## config.mk

```make
export PLATFORM = sky130hd
export DESIGN_NAME = gpio_pin_irq
export DESIGN_NICKNAME = d
export VERILOG_FILES = /design/src/common/gpio_irq_pkg.sv /design/src/hdl/gpio_pin_irq.sv /design/src/hdl/pin_trigger.sv
export SDC_FILE = /design/constraint.sdc
export NUM_CORES = 1
export LEC_CHECK = 0
export ABC_CLOCK_PERIOD_IN_PS = 3080
export CORE_MARGIN = 4
export CORE_UTILIZATION = 50
export DETAILED_ROUTE_END_ITERATION = 12
export DONT_BUFFER_PORTS = 1
export PLACE_DENSITY_LB_ADDON = 0.1
export SLEW_MARGIN = 20
export SYNTH_ARGS = -nofsm -noshare
export SYNTH_HDL_FRONTEND = slang
export SYNTH_HIERARCHICAL = 1
export SYNTH_SLANG_ARGS = --single-unit
```

## constraint.sdc

```tcl
create_clock -name core_clk -period 3.08 [get_ports core_clk]
set_clock_uncertainty 0.05 [all_clocks]
set_input_delay 0.308 -clock core_clk [delete_from_list [all_inputs] [get_ports core_clk]]
set_output_delay 0.308 -clock core_clk [all_outputs]
set_load 0.02 [all_outputs]
```

## src/common/gpio_irq_pkg.sv

```systemverilog
// gpio_irq_pkg: register map, widths and carrier types for the pin interrupt block
// assumes a 32-bit plain register port and twelve pins per port
package gpio_irq_pkg;
  localparam int unsigned PIN_COUNT = 12;
  localparam int unsigned DATA_W = 32;
  localparam int unsigned ADDR_W = 8;

  localparam logic [ADDR_W-1:0] OFS_SENSE_SELECT = 8'h0c;
  localparam logic [ADDR_W-1:0] OFS_BOTH_EDGE_SELECT = 8'h10;
  localparam logic [ADDR_W-1:0] OFS_POLARITY_SELECT = 8'h14;
  localparam logic [ADDR_W-1:0] OFS_IRQ_ENABLE = 8'h18;
  localparam logic [ADDR_W-1:0] OFS_IRQ_RAW_FLAGS = 8'h1c;
  localparam logic [ADDR_W-1:0] OFS_IRQ_FLAG_CLEAR = 8'h20;
  localparam logic [ADDR_W-1:0] OFS_OUTPUT_BIT_SET = 8'h24;
  localparam logic [ADDR_W-1:0] OFS_OUTPUT_BIT_CLEAR = 8'h28;
  localparam logic [ADDR_W-1:0] OFS_OUTPUT_DATA = 8'h30;

  localparam logic [PIN_COUNT-1:0] FIELD_RESET = 12'h000;
  localparam logic [DATA_W-1:0] READ_ZERO = 32'h0000_0000;

  typedef struct packed {
    logic [ADDR_W-1:0] addr;
    logic [DATA_W-1:0] wdata;
    logic wr;
    logic rd;
  } bus_req_s;

  typedef struct packed {
    logic [PIN_COUNT-1:0] sense_select;
    logic [PIN_COUNT-1:0] both_edge_select;
    logic [PIN_COUNT-1:0] polarity_select;
  } trig_cfg_s;
endpackage

```

## src/hdl/gpio_pin_irq.sv

```systemverilog
// gpio_pin_irq: twelve-pin interrupt detect, raw flags, enables and bit set/clear
// assumes pins synchronous to core_clk; single-cycle strobes from the bus master
//
// Contract
// - each pin's sense-select bit picks edge detection at 0 and level detection at 1.
// - with sense-select at 0 and both-edge at 1 every rising and falling transition triggers, else polarity rules.
// - polarity 0 triggers on rising edges or high level.
// - polarity 1 triggers on falling edges or low level.
// - a pin's enable bit at 1 lets it raise its interrupt, at 0 stops it.
// - a pin's interrupt goes out only while its raw flag and its enable are both set; the code registers pin_irq and irq, so they follow one cycle late.
// - the read-only raw flag shows 1 once the trigger occurred, regardless of enable.
// - writing 1 to the flag clear register clears that flag, 0 leaves it; the code keeps the flag set when a trigger hits in the same cycle.
// - writing 1 to the set register drives that output data bit to 1, 0 leaves it.
// - writing 1 to the clear-output register drives that output bit to 0, 0 leaves it.
// - configuration fields live in bits 11:0, reset to 0, bits 31:12 read zero.
//
// The plain strobed port was decided locally.
`timescale 1ns/1ns
module gpio_pin_irq #(
  parameter int unsigned PINS = gpio_irq_pkg::PIN_COUNT
) (
  input wire logic core_clk,
  input wire logic rst_b,
  input wire logic [gpio_irq_pkg::ADDR_W-1:0] addr,
  input wire logic [gpio_irq_pkg::DATA_W-1:0] wdata,
  input wire logic wr,
  input wire logic rd,
  output logic [gpio_irq_pkg::DATA_W-1:0] rdata,
  input wire logic [PINS-1:0] pin_in,
  output logic [PINS-1:0] pin_out,
  output logic [PINS-1:0] pin_irq,
  output logic irq
);
  gpio_irq_pkg::bus_req_s req;
  gpio_irq_pkg::trig_cfg_s cfg;
  logic [PINS-1:0] pin_irq_enable;
  logic [PINS-1:0] raw_flags;
  logic [PINS-1:0] hit;
  logic [PINS-1:0] flag_clear;
  logic [PINS-1:0] wfield;
  logic [gpio_irq_pkg::DATA_W-1:0] next_rdata;
  logic [PINS-1:0] next_pin_irq;

  assign req = '{addr: addr, wdata: wdata, wr: wr, rd: rd};
  assign wfield = req.wdata[PINS-1:0];

  // trigger detect per pin
  genvar g;
  generate
    for (g = 0; g < PINS; g++) begin : g_pin
      pin_trigger u_trig (
        .core_clk(core_clk),
        .rst_b(rst_b),
        .pin_in(pin_in[g]),
        .sense_select(cfg.sense_select[g]),
        .both_edge_select(cfg.both_edge_select[g]),
        .polarity_select(cfg.polarity_select[g]),
        .hit(hit[g])
      );
    end
  endgenerate

  // configuration registers
  always_ff @(posedge core_clk) begin
    if (!rst_b) begin
      cfg.sense_select <= gpio_irq_pkg::FIELD_RESET;
      cfg.both_edge_select <= gpio_irq_pkg::FIELD_RESET;
      cfg.polarity_select <= gpio_irq_pkg::FIELD_RESET;
      pin_irq_enable <= gpio_irq_pkg::FIELD_RESET;
    end else if (req.wr) begin
      case (req.addr)
        gpio_irq_pkg::OFS_SENSE_SELECT: cfg.sense_select <= wfield;
        gpio_irq_pkg::OFS_BOTH_EDGE_SELECT: cfg.both_edge_select <= wfield;
        gpio_irq_pkg::OFS_POLARITY_SELECT: cfg.polarity_select <= wfield;
        gpio_irq_pkg::OFS_IRQ_ENABLE: pin_irq_enable <= wfield;
        default: ;
      endcase
    end
  end

  assign flag_clear = (req.wr && req.addr == gpio_irq_pkg::OFS_IRQ_FLAG_CLEAR) ?
    wfield : gpio_irq_pkg::FIELD_RESET;

  // raw flags: set wins over clear, level re-sets while held
  always_ff @(posedge core_clk) begin
    if (!rst_b) begin
      raw_flags <= gpio_irq_pkg::FIELD_RESET;
    end else begin
      raw_flags <= (raw_flags & ~flag_clear) | hit;
    end
  end

  // output data with atomic set and clear
  always_ff @(posedge core_clk) begin
    if (!rst_b) begin
      pin_out <= gpio_irq_pkg::FIELD_RESET;
    end else if (req.wr) begin
      case (req.addr)
        gpio_irq_pkg::OFS_OUTPUT_BIT_SET: pin_out <= pin_out | wfield;
        gpio_irq_pkg::OFS_OUTPUT_BIT_CLEAR: pin_out <= pin_out & ~wfield;
        default: ;
      endcase
    end
  end

  // interrupt outputs from flops
  assign next_pin_irq = raw_flags & pin_irq_enable;
  always_ff @(posedge core_clk) begin
    if (!rst_b) begin
      pin_irq <= gpio_irq_pkg::FIELD_RESET;
      irq <= 1'b0;
    end else begin
      pin_irq <= next_pin_irq;
      irq <= |next_pin_irq;
    end
  end

  // read mux, upper bits zero
  always_comb begin
    next_rdata = gpio_irq_pkg::READ_ZERO;
    case (req.addr)
      gpio_irq_pkg::OFS_SENSE_SELECT: next_rdata[PINS-1:0] = cfg.sense_select;
      gpio_irq_pkg::OFS_BOTH_EDGE_SELECT: next_rdata[PINS-1:0] = cfg.both_edge_select;
      gpio_irq_pkg::OFS_POLARITY_SELECT: next_rdata[PINS-1:0] = cfg.polarity_select;
      gpio_irq_pkg::OFS_IRQ_ENABLE: next_rdata[PINS-1:0] = pin_irq_enable;
      gpio_irq_pkg::OFS_IRQ_RAW_FLAGS: next_rdata[PINS-1:0] = raw_flags;
      gpio_irq_pkg::OFS_OUTPUT_DATA: next_rdata[PINS-1:0] = pin_out;
      default: next_rdata = gpio_irq_pkg::READ_ZERO;
    endcase
  end

  always_ff @(posedge core_clk) begin
    if (!rst_b) begin
      rdata <= gpio_irq_pkg::READ_ZERO;
    end else if (req.rd) begin
      rdata <= next_rdata;
    end else begin
      rdata <= gpio_irq_pkg::READ_ZERO;
    end
  end
endmodule

```

## src/hdl/pin_trigger.sv

```systemverilog
// pin_trigger: per-pin trigger detect for one pin
// assumes pin input already synchronous to core_clk
`timescale 1ns/1ns
module pin_trigger (
  input wire logic core_clk,
  input wire logic rst_b,
  input wire logic pin_in,
  input wire logic sense_select,
  input wire logic both_edge_select,
  input wire logic polarity_select,
  output logic hit
);
  logic pin_prev;
  logic rise;
  logic fall;

  // previous sample for edge compare
  always_ff @(posedge core_clk) begin
    if (!rst_b) begin
      pin_prev <= 1'b0;
    end else begin
      pin_prev <= pin_in;
    end
  end

  assign rise = pin_in & ~pin_prev;
  assign fall = ~pin_in & pin_prev;

  always_comb begin
    if (sense_select) begin
      hit = polarity_select ? ~pin_in : pin_in;
    end else if (both_edge_select) begin
      hit = rise | fall;
    end else begin
      hit = polarity_select ? fall : rise;
    end
  end
endmodule

```

==> flow_summary.yaml, run 1 <==
outcome:
  outcome: "finished clean"
power:
  p_seq_share_pct: 54.3
  pwr-share-comb_pct: 6.9
  power_mw: 2.667
  ir_drop_uv: 204.6
  p_leak_nw: 2.659
  p_clk_share_pct: 38.8
  swShare_pct: 21.98
  power_density_nw_per_um2: 456.7
  intPower_mw: 2.081
  p_switching_uw: 586.2
global_route:
  grt_max_degree: 42
  antenna_found_initial: 0
  grt_pass1_wl_um: 22160
  grt.total_usage_pct: 22.60
  grt.overflow.total: 0
  grt_pass1_vias: 4042
worst_setup_path:
  cpPeakStageDelay_ps: 640
  rr_endpoint: "raw_flags[10]"
  path_buf_inv: 1
  worstPathCellList: "nor4b_2 -> buf_4 -> nand3_1 -> mux2i_1 -> nor2_1"
  crit_end: "pin_irq_enable[7]"
  worst-path-stages: 5
  critPathTopFamily: "simple AND/OR/NAND/NOR gates"
  crit_required_ps: 3300
  cpMaxStageDelayCell: "nand3_1"
  r2r.worst_path.cells: 6
  startpoint: "addr[1]"
  worstPathArrival_ps: 1970
  r2r_slack_ps: 1700
  cp-end-kind: "register"
  critical_path_class: "input port to register"
  reg2reg_from: "g_pin[10].u_trig/pin_prev"
  critPathLaunchType: "input port"
  critPathMaxFanout: 12
place:
  finalWeightedCongestion: 0.7982
  placed_area_um2: 5299
  hpwlAfterDp_um: 8722
  numPortBuffers: 0
die:
  core_area_um2: 10320
  start_util_pct: 51.24
  die_h_um: 110.9
  row_count: 37
  io_pins: 113
  die-width_um: 110.9
  dieArea_um2: 12290
timing:
  rsz0062_at_grt: "no"
  fin_crit_ps: 1758
  slew-limit-headroom_pct: 41.82
  timing.fmax_mhz: 568.8
  fin_setup_tns_ps: 0
  setup-violations-final: 0
  period_share_pct: 57.08
  tightestPinTransition_ps: 870.2
  final-hold-violation-count: 0
  slew_violations: 0
routing:
  postRouteAntennaNets: 0
  wl_um: 13650
  remaining_drc_errors: 0
  vias: 4066
  drt_iter0_drc: 201
  drt_pass1_iterations: 5
  avgViaCountPerCell: 5.655
  routedWlPerCell_um: 18.99
cts:
  cts_max_level: 3
  post_cts.repair.setup_buffers: 0
  tritoncts: "yes"
  hold_buffers: 29
  numCtsBuffers: 9
  post_cts_resized: 0
  clock_latency_ps: 380
  cts_buffer_depth: 2
  clkSinkCount: 109
  root_buffer: "clkbuf_8"
  clkTransAtPathRegs_ps: 100
yosys:
  synth-edff-count: 0
  synthArstFlopShare_pct: 0
  synth_top_cell_area_share_pct: 41.25
  synth_largest_area_cell: "dfxtp_1"
  synthFlopType: "dfxtp_1"
  yosys_warnings: 6
  synth_area_leaders: "dfxtp_1, mux2i_1, ha_1"
  synthesis.instances: 558
  netlist_area_um2: 5290
  ys_ff_latch: 109
  syn_area_per_cell_um2: 9.480
  synth_cell_type_count: 42
  ys_seq_area_share_pct: 41.25
worst_hold_path:
  min_path_type: "input port to register"
layout:
  final_cell_area_um2: 5839
  diodes: 0
  syn_to_final_growth_pct: 10.38
  num-nets-final: 658
  drive_gt1_share_pct: 5.317
run:
  max-cap-violations: 0
-- how the worst min path moves through the flow --
stage | end | from | depth (start not counted) | slack [ps]
2_1_floorplan | register | wdata[5] | 1 | 360
3_3_place_gp | register | wdata[2] | 1 | 360
3_5_place_dp | register | wdata[2] | 1 | 370
4_1_cts | raw_flags[6] | rst_b | 1 | 2
5_1_grt | raw_flags[5] | rst_b | 1 | 5
6_report | pin_irq_enable[10] | wdata[10] | 2 | 20
-- through the flow --
stage | utilization, % | instances | hold slack (ps) | worst slack [ps]
detailed placement | 51.33 | 673 | 368.0 | 911.8
global placement | 51.33 | 673 | 364.8 | 945.5
floorplan | - | 577 | 364.0 | 1525
CTS | 56.47 | 718 | 1.510 | 1340
finish | 56.56 | 719 | 18.14 | 1322
global route | 56.56 | 719 | 4.612 | 1212
-- cell families after synthesis --
group	Yosys count	synth area share, %
simple gates	135	13.34
other cells	1	0.07089
flops	109	41.25
xor+xnor	12	1.987
mux	75	14.50
fa+ha+maj	24	5.676
compound gates	114	14.88
buf+inv	88	8.302
-- cells in the mapped netlist, types with 2 or more instances --
| cell | instances |
|---|---|
| o21a_1 | 12 |
| dfxtp_1 | 109 |
| inv_1 | 41 |
| o21ai_1 | 13 |
| o21ai_0 | 12 |
| nand3_1 | 3 |
| o22ai_1 | 9 |
| a22oi_1 | 11 |
| and2_1 | 13 |
| a221oi_1 | 22 |
| nand2_1 | 32 |
| a21boi_0 | 12 |
| a22o_1 | 2 |
| and3_1 | 13 |
| xor2_1 | 12 |
| mux2i_1 | 62 |
| nor4b_2 | 3 |
| o32ai_1 | 3 |
| and4_1 | 2 |
| buf_2 | 12 |
| nand4_1 | 2 |
| nor2_1 | 58 |
| ha_1 | 24 |
| a21oi_1 | 13 |
| clkbuf_1 | 11 |
| buf_4 | 23 |
| o211ai_1 | 3 |
| mux2_1 | 12 |
-- placed cells by master (no fill, tap or decap), types with 2 or more instances in the layout --
cell and instances:
a21boi_0 12, a21oi_1 13, a221oi_1 22, a22o_1 2
a22oi_1 11, and2_1 13, and3_1 13, and4_1 2
buf_4 7, bufinv_16 3, clkbuf_1 2, clkbuf_8 10
conb_1 20, dfxtp_1 109, dlygate4sd3_1 30, ha_1 24
inv_1 41, mux2_1 12, mux2i_1 62, nand2_1 32
nand3_1 3, nand4_1 2, nor2_1 58, nor4b_2 3
o211ai_1 3, o21a_1 12, o21ai_0 12, o21ai_1 13
o22ai_1 9, o32ai_1 3, xor2_1 12
-- metal layers --
layer / vias up / track usage, % / wire, um
met2: 151 / 35.48 / 6190
li1: 1949 / - / -
met4: 0 / 7.882 / 246
met1: 1945 / 31.13 / 6283
met5: - / 0 / 0
met3: 21 / 4.258 / 933
-- final cells by class --
cell class                 instances  area, um2
clock buffer                      12      145.1
fill                             916       4484
clock inverter                     4      95.09
sequential                       109       2182
inverter                          41      153.9
tap                              136      170.2
multi-input combinational        380       2740
timing repair buffer              37      352.8
-- power by group through the flow --
stage / Sequential [mW] / Combinational, mW / Clock, mW
after global placement: 1.48 / 0.142 / 0
final: 1.45 / 0.184 / 1.03
after floorplan: 1.48 / 0.160 / 0
after global routing: 1.45 / 0.206 / 1.12
after CTS: 1.45 / 0.180 / 1.06
after detailed placement: 1.48 / 0.146 / 0
Note: power is estimated with default switching activity, not from simulation.
==> run 2: changes to the inputs <==
--- a/config.mk
+++ b/config.mk
@@ -5,7 +5,8 @@
 export SDC_FILE = /design/constraint.sdc
 export NUM_CORES = 1
 export LEC_CHECK = 0
-export ABC_CLOCK_PERIOD_IN_PS = 3080
+export ABC_AREA = 1
+export ABC_CLOCK_PERIOD_IN_PS = 1600
 export CORE_MARGIN = 4
 export CORE_UTILIZATION = 50
 export DETAILED_ROUTE_END_ITERATION = 12
==> constraint.sdc (replaced) <==
create_clock -name core_clk -period 1.6 [get_ports core_clk]
set_clock_uncertainty 0.05 [all_clocks]
set_input_delay 0.16 -clock core_clk [delete_from_list [all_inputs] [get_ports core_clk]]
set_output_delay 0.16 -clock core_clk [all_outputs]
set_load 0.02 [all_outputs]
==> run 2 against run 1 <==
Effect of this change:
- combinational power grew to 2.7 times the previous value
- power grew 120%
- first-iteration DRC count is 110% higher
- utilization grew 4.5 points
- largest power group unchanged
- highest routed layer unchanged
==> flow_summary.yaml, run 2 <==
global_route:
  grt.overflow.total: 0
  antenna_found_initial: 0
  grt_pass1_vias: 5187
  grt_max_degree: 62
  grt.total_usage_pct: 25.87
  grt_pass1_wl_um: 26420
yosys:
  synth-edff-count: 0
  synth_largest_area_cell: "dfxtp_1"
  syn_area_per_cell_um2: 6.875
  yosys_warnings: 6
  yosys-top-cells-count: "nand2_1, inv_1, dfxtp_1"
  synth_cell_type_count: 23
  synthFlopType: "dfxtp_1"
  netlist_area_um2: 5685
  synth_area_leaders: "dfxtp_1, nand2_1, nand3_1"
  ys_ff_latch: 109
  ys_seq_area_share_pct: 38.38
  synthesis.instances: 827
  yosysMostFrequentCell: "nand2_1"
  synthArstFlopShare_pct: 0
  synth_top_cell_area_share_pct: 38.38
timing:
  setup_ws_ps: 146.3
  finalHoldWorstSlack_ps: 43.11
  fin_crit_ps: 1454
  rsz0062_at_grt: "no"
  fin_setup_tns_ps: 0
  setup-violations-final: 0
  final-hold-violation-count: 0
  slew_violations: 0
  period_share_pct: 90.85
  timing.fmax_mhz: 687.9
  slew-limit-headroom_pct: 58.36
  tightestPinTransition_ps: 623.1
layout:
  fill_cells: 1014
  final_cell_mix: "nand2_1, inv_1, dfxtp_1, nand3_1, a21oi_1"
  final-seq-area_um2: 2182
  multi_input_area_um2: 2698
  final_common_cell: "nand2_1"
  diodes: 0
  syn_to_final_growth_pct: 18.02
  drive_gt1_share_pct: 11.26
  final_core_util_pct: 61.10
  finalNonFillerCells: 1028
  num-nets-final: 963
  final_cell_area_um2: 6710
cts:
  root_buffer: "clkbuf_16"
  clock_latency_ps: 360
  cts_buffer_depth: 2
  cts_max_level: 3
  numCtsBuffers: 9
  clkTransAtPathRegs_ps: 70
  clkSinkCount: 109
  tritoncts: "yes"
routing:
  postRouteAntennaNets: 0
  avgViaCountPerCell: 5.161
  drt_iter0_drc: 426
  m1WireLength_um: 6878
  wl_met2_um: 7713
  wl_um: 16180
  remaining_drc_errors: 0
  routedWlPerCell_um: 15.74
  top_layer: "met4"
  drt_pass1_iterations: 5
  wl_met3_um: 1144
  vias: 5306
power:
  p_leak_nw: 2.932
  ir_drop_uv: 739.6
  p_seq_share_pct: 47.5
  pwr-share-comb_pct: 8.3
  p_switching_mw: 1.358
  power_density_nw_per_um2: 875.4
  intPower_mw: 4.516
  swShare_pct: 23.12
  power_mw: 5.874
  p_clk_share_pct: 44.2
place:
  placed_area_um2: 5861
  finalWeightedCongestion: 0.8830
  hpwlAfterDp_um: 10970
  dp_slack_ps: 150.3
  numPortBuffers: 0
  dp.cells: 963
die:
  dieArea_um2: 13140
  die_h_um: 114.6
  start_util_pct: 51.77
  core_area_um2: 10980
  die-width_um: 114.6
  row_count: 38
  io_pins: 113
worst_setup_path:
  worstPathCellList: "inv_1 -> nand2_4 -> nor2_2 -> inv_1 -> nand2_2 -> buf_4 -> nand3_1 -> a21oi_1 -> dlygate4sd3_1"
  critPathMaxFanout: 5
  critPathTopFamily: "buffers and inverters"
  path_buf_inv: 4
  cpMaxStageDelayCell: "dlygate4sd3_1"
  worstPathArrival_ps: 1700
  crit_top_cell: "inv_1"
  cpPeakStageDelay_ps: 570
  crit_required_ps: 1850
  critPathLaunchType: "input port"
  critical_path_class: "input port to register"
  cp-end-kind: "register"
run:
  max-cap-violations: 0
outcome:
  outcome: "finished clean"
worst_hold_path:
  min_path_type: "input port to register"
==> run 2: changes by cell type after synthesis, moves of 14 or more <==
cell and change:
o21ai_0 +38, nand2_1 +123, nand3_1 +98, nand2_2 +14
a21oi_1 +72, a221oi_1 -22, mux2i_1 -62, inv_1 +92
==> run 2: path summary, 6_finish.rpt <==
path / from / end / slack, ps / depth (start not counted)
worst max-delay path: addr[0] / register / 150 / 9
worst min-delay path: pin_in[4] / raw_flags[4] / 40 / 5
worst max register to register: register / register / 190 / 3
worst min register to register: pin_irq_enable[6] / pin_irq_enable[6] / 410 / 2
==> run 2: what timing repair did <==
| action | CTS | global route |
|---|---|---|
| endpoints found under the setup margin | 0 | 7 |
| setup buffers | 0 | 1 |
| resized for setup | 0 | 1 |
| hold buffers | 48 | 0 |
| hold endpoints to repair | 85 | 0 |
==> run 2: power groups by stage <==
stage          Combinational, mW  Sequential [mW]  Clock (mW)
2_1_floorplan              0.341             2.84           0
3_3_place_gp               0.341             2.85           0
3_5_place_dp               0.355             2.85           0
4_1_cts                    0.483             2.79        2.62
5_1_grt                    0.548             2.80        2.75
6_report                   0.488             2.79        2.60
==> run 2: logic make-up (layout without fill, tap and decap cells) <==
kind of cell | after synthesis | count (layout) | synth area share (%)
fa+ha+maj | 24 | 24 | 5.282
simple gates | 345 | 345 | 27.95
buf+inv | 202 | 244 | 15.47
flops | 109 | 109 | 38.38
compound gates | 146 | 146 | 12.85
other cells | 1 | 20 | 0.06596
==> run 2: layout make-up <==
type / count / share of cell area, %
multi-input cells: 535 / 40.20
flip-flops and latches: 109 / 32.52
repair buffers: 82 / 11.30
well taps: 140 / 2.610
inverters: 146 / 8.167
clock buffers: 10 / 3.561
clock inverters: 6 / 1.641
==> run 2: worst reg2reg max path, stage by stage, from the launching register on <==
cell and delay [ps]:
dfxtp_1 510, inv_1 70, a21oi_1 150, dlygate4sd3_1 570
==> run 2: per-layer routing <==
metal  vias to the layer above  track usage (%)
met5                         -                0
met4                         0            9.264
met3                        25            6.501
met2                       165            42.26
met1                      2438            33.06
li1                       2678                -
==> run 3: changes to the inputs <==
--- a/config.mk
+++ b/config.mk
@@ -5,7 +5,6 @@
 export SDC_FILE = /design/constraint.sdc
 export NUM_CORES = 1
 export LEC_CHECK = 0
-export ABC_AREA = 1
 export ABC_CLOCK_PERIOD_IN_PS = 1600
 export CORE_MARGIN = 4
 export CORE_UTILIZATION = 50
==> run 3 against run 2 <==
Effect of this change:
- largest cell class unchanged
- critical path depth fell by 6
- count of clock-buffer cells in the layout did not move
- sequential power barely moved
- non-clock buffer count is 13 lower
- largest power group unchanged
- final cell count decreased by 27%
- maximum frequency fell by 6.1%
- register-to-register slack got worse by 140 ps
- die area shrank 6.5%
- sequential share of layout area up 3.1 points
- combinational power is 14% lower
- power fell by 17%
==> flow_summary.yaml, run 3 (synthesis results as in run 1) <==
layout:
  final_core_util_pct: 59.57
  final_cell_mix: "dfxtp_1, mux2i_1, nor2_1, dlygate4sd3_1, inv_1"
  diodes: 0
  fill_cells: 930
  final-seq-area_um2: 2193
  final_common_cell: "dfxtp_1"
  drive_gt1_share_pct: 9.772
  num-nets-final: 690
  syn_to_final_growth_pct: 16.25
  multi_input_area_um2: 2774
  finalNonFillerCells: 750
  final_cell_area_um2: 6150
worst_setup_path:
  critPathLaunchType: "register"
  cp-end-kind: "register"
  critical_path_class: "register to register"
  crit_required_ps: 1870
  cpMaxStageDelayCell: "dlygate4sd3_1"
  cpPeakStageDelay_ps: 590
  path_buf_inv: 2
  critPathTopFamily: "buffers and inverters"
  critPathMaxFanout: 4
  worstPathCellList: "inv_1 -> a221oi_1 -> dlygate4sd3_1"
  worstPathArrival_ps: 1820
timing:
  fin_setup_tns_ps: 0
  timing.fmax_mhz: 645.8
  setup_ws_ps: 51.50
  finalHoldWorstSlack_ps: 10.12
  period_share_pct: 96.78
  slew-limit-headroom_pct: 59.15
  setup-violations-final: 0
  tightestPinTransition_ps: 604.3
  slew_violations: 0
  fin_crit_ps: 1548
  rsz0062_at_grt: "no"
  final-hold-violation-count: 0
routing:
  drt_iter0_drc: 199
  wl_um: 13980
  postRouteAntennaNets: 0
  remaining_drc_errors: 0
  routedWlPerCell_um: 18.64
  vias: 4228
  drt_pass1_iterations: 5
  avgViaCountPerCell: 5.637
die:
  row_count: 37
  die-width_um: 110.9
  dieArea_um2: 12290
  io_pins: 113
  core_area_um2: 10320
  start_util_pct: 51.24
  die_h_um: 110.9
power:
  power_density_nw_per_um2: 789.2
  power_mw: 4.853
  ir_drop_uv: 399.4
  p_leak_nw: 2.857
outcome:
  outcome: "finished clean"
cts:
  tritoncts: "yes"
  clock_latency_ps: 380
  post_cts.repair.setup_buffers: 0
  cts_buffer_depth: 2
  cts_max_level: 3
  root_buffer: "clkbuf_8"
  numCtsBuffers: 9
  clkSinkCount: 109
  clkTransAtPathRegs_ps: 90
global_route:
  grt_max_degree: 34
  grt.total_usage_pct: 22.96
  grt_pass1_wl_um: 22300
  grt.overflow.total: 0
  antenna_found_initial: 0
  grt_pass1_vias: 4161
place:
  finalWeightedCongestion: 0.8105
  dp_slack_ps: 96.87
  placed_area_um2: 5436
  hpwlAfterDp_um: 9237
  dp.cells: 688
  numPortBuffers: 0
run:
  max-cap-violations: 0
worst_hold_path:
  min_path_type: "input port to register"
run 3: changes by cell type in the layout (fill, tap and decap cells not counted), moves of 13 or more:
cell	change
nand2_1	-122
a221oi_1	+18
and2_1	+13
buf_4	-13
inv_1	-92
nand3_1	-98
nand2_2	-15
and3_1	+13
mux2i_1	+62
a21oi_1	-72
o21ai_0	-38
inv_2	-13
run 3: worst paths after layout:
check                    startpoint         end  slack [ps]  depth (start not counted)
setup / recovery           register    register          50                          3
hold / removal              addr[5]    rdata[2]          10                          2
setup reg to reg           register    register          50                          3
hold reg to reg   pin_irq_enable[9]  pin_irq[9]         470                          1
run 3: cell type report:
class / instances / share of cell area, %
clock buffers: 10 / 2.075
flip-flops and latches: 109 / 35.67
well taps: 136 / 2.767
clock inverters: 5 / 0.8545
inverters: 41 / 2.503
repair buffers: 69 / 11.03
multi-input cells: 380 / 45.11
run 3: what timing repair did:
| action | CTS | global route |
|---|---|---|
| setup endpoints to repair | 0 | 12 |
| hold buffers | 47 | 0 |
| endpoints found under the hold margin | 99 | 0 |
| resized for setup | 0 | 17 |
run 3: metal layers:
metal	wire [um]	part of all wire [%]	vias up	GRT usage, %
met4	369	2.6	0	9.278
met5	0	0	-	0
met2	6312	45	166	35.48
li1	-	-	2015	-
met3	941	6.7	35	4.640
met1	6360	45	2012	31.40
run 3: where the power goes:
| part | switching [mW] | total, mW | internal, mW |
|---|---|---|---|
| combinational | 0.226 | 0.420 | 0.195 |
| sequential | 0.0377 | 2.79 | 2.75 |
| clock | 0.933 | 1.64 | 0.709 |
| total | 1.20 | 4.85 | 3.66 |
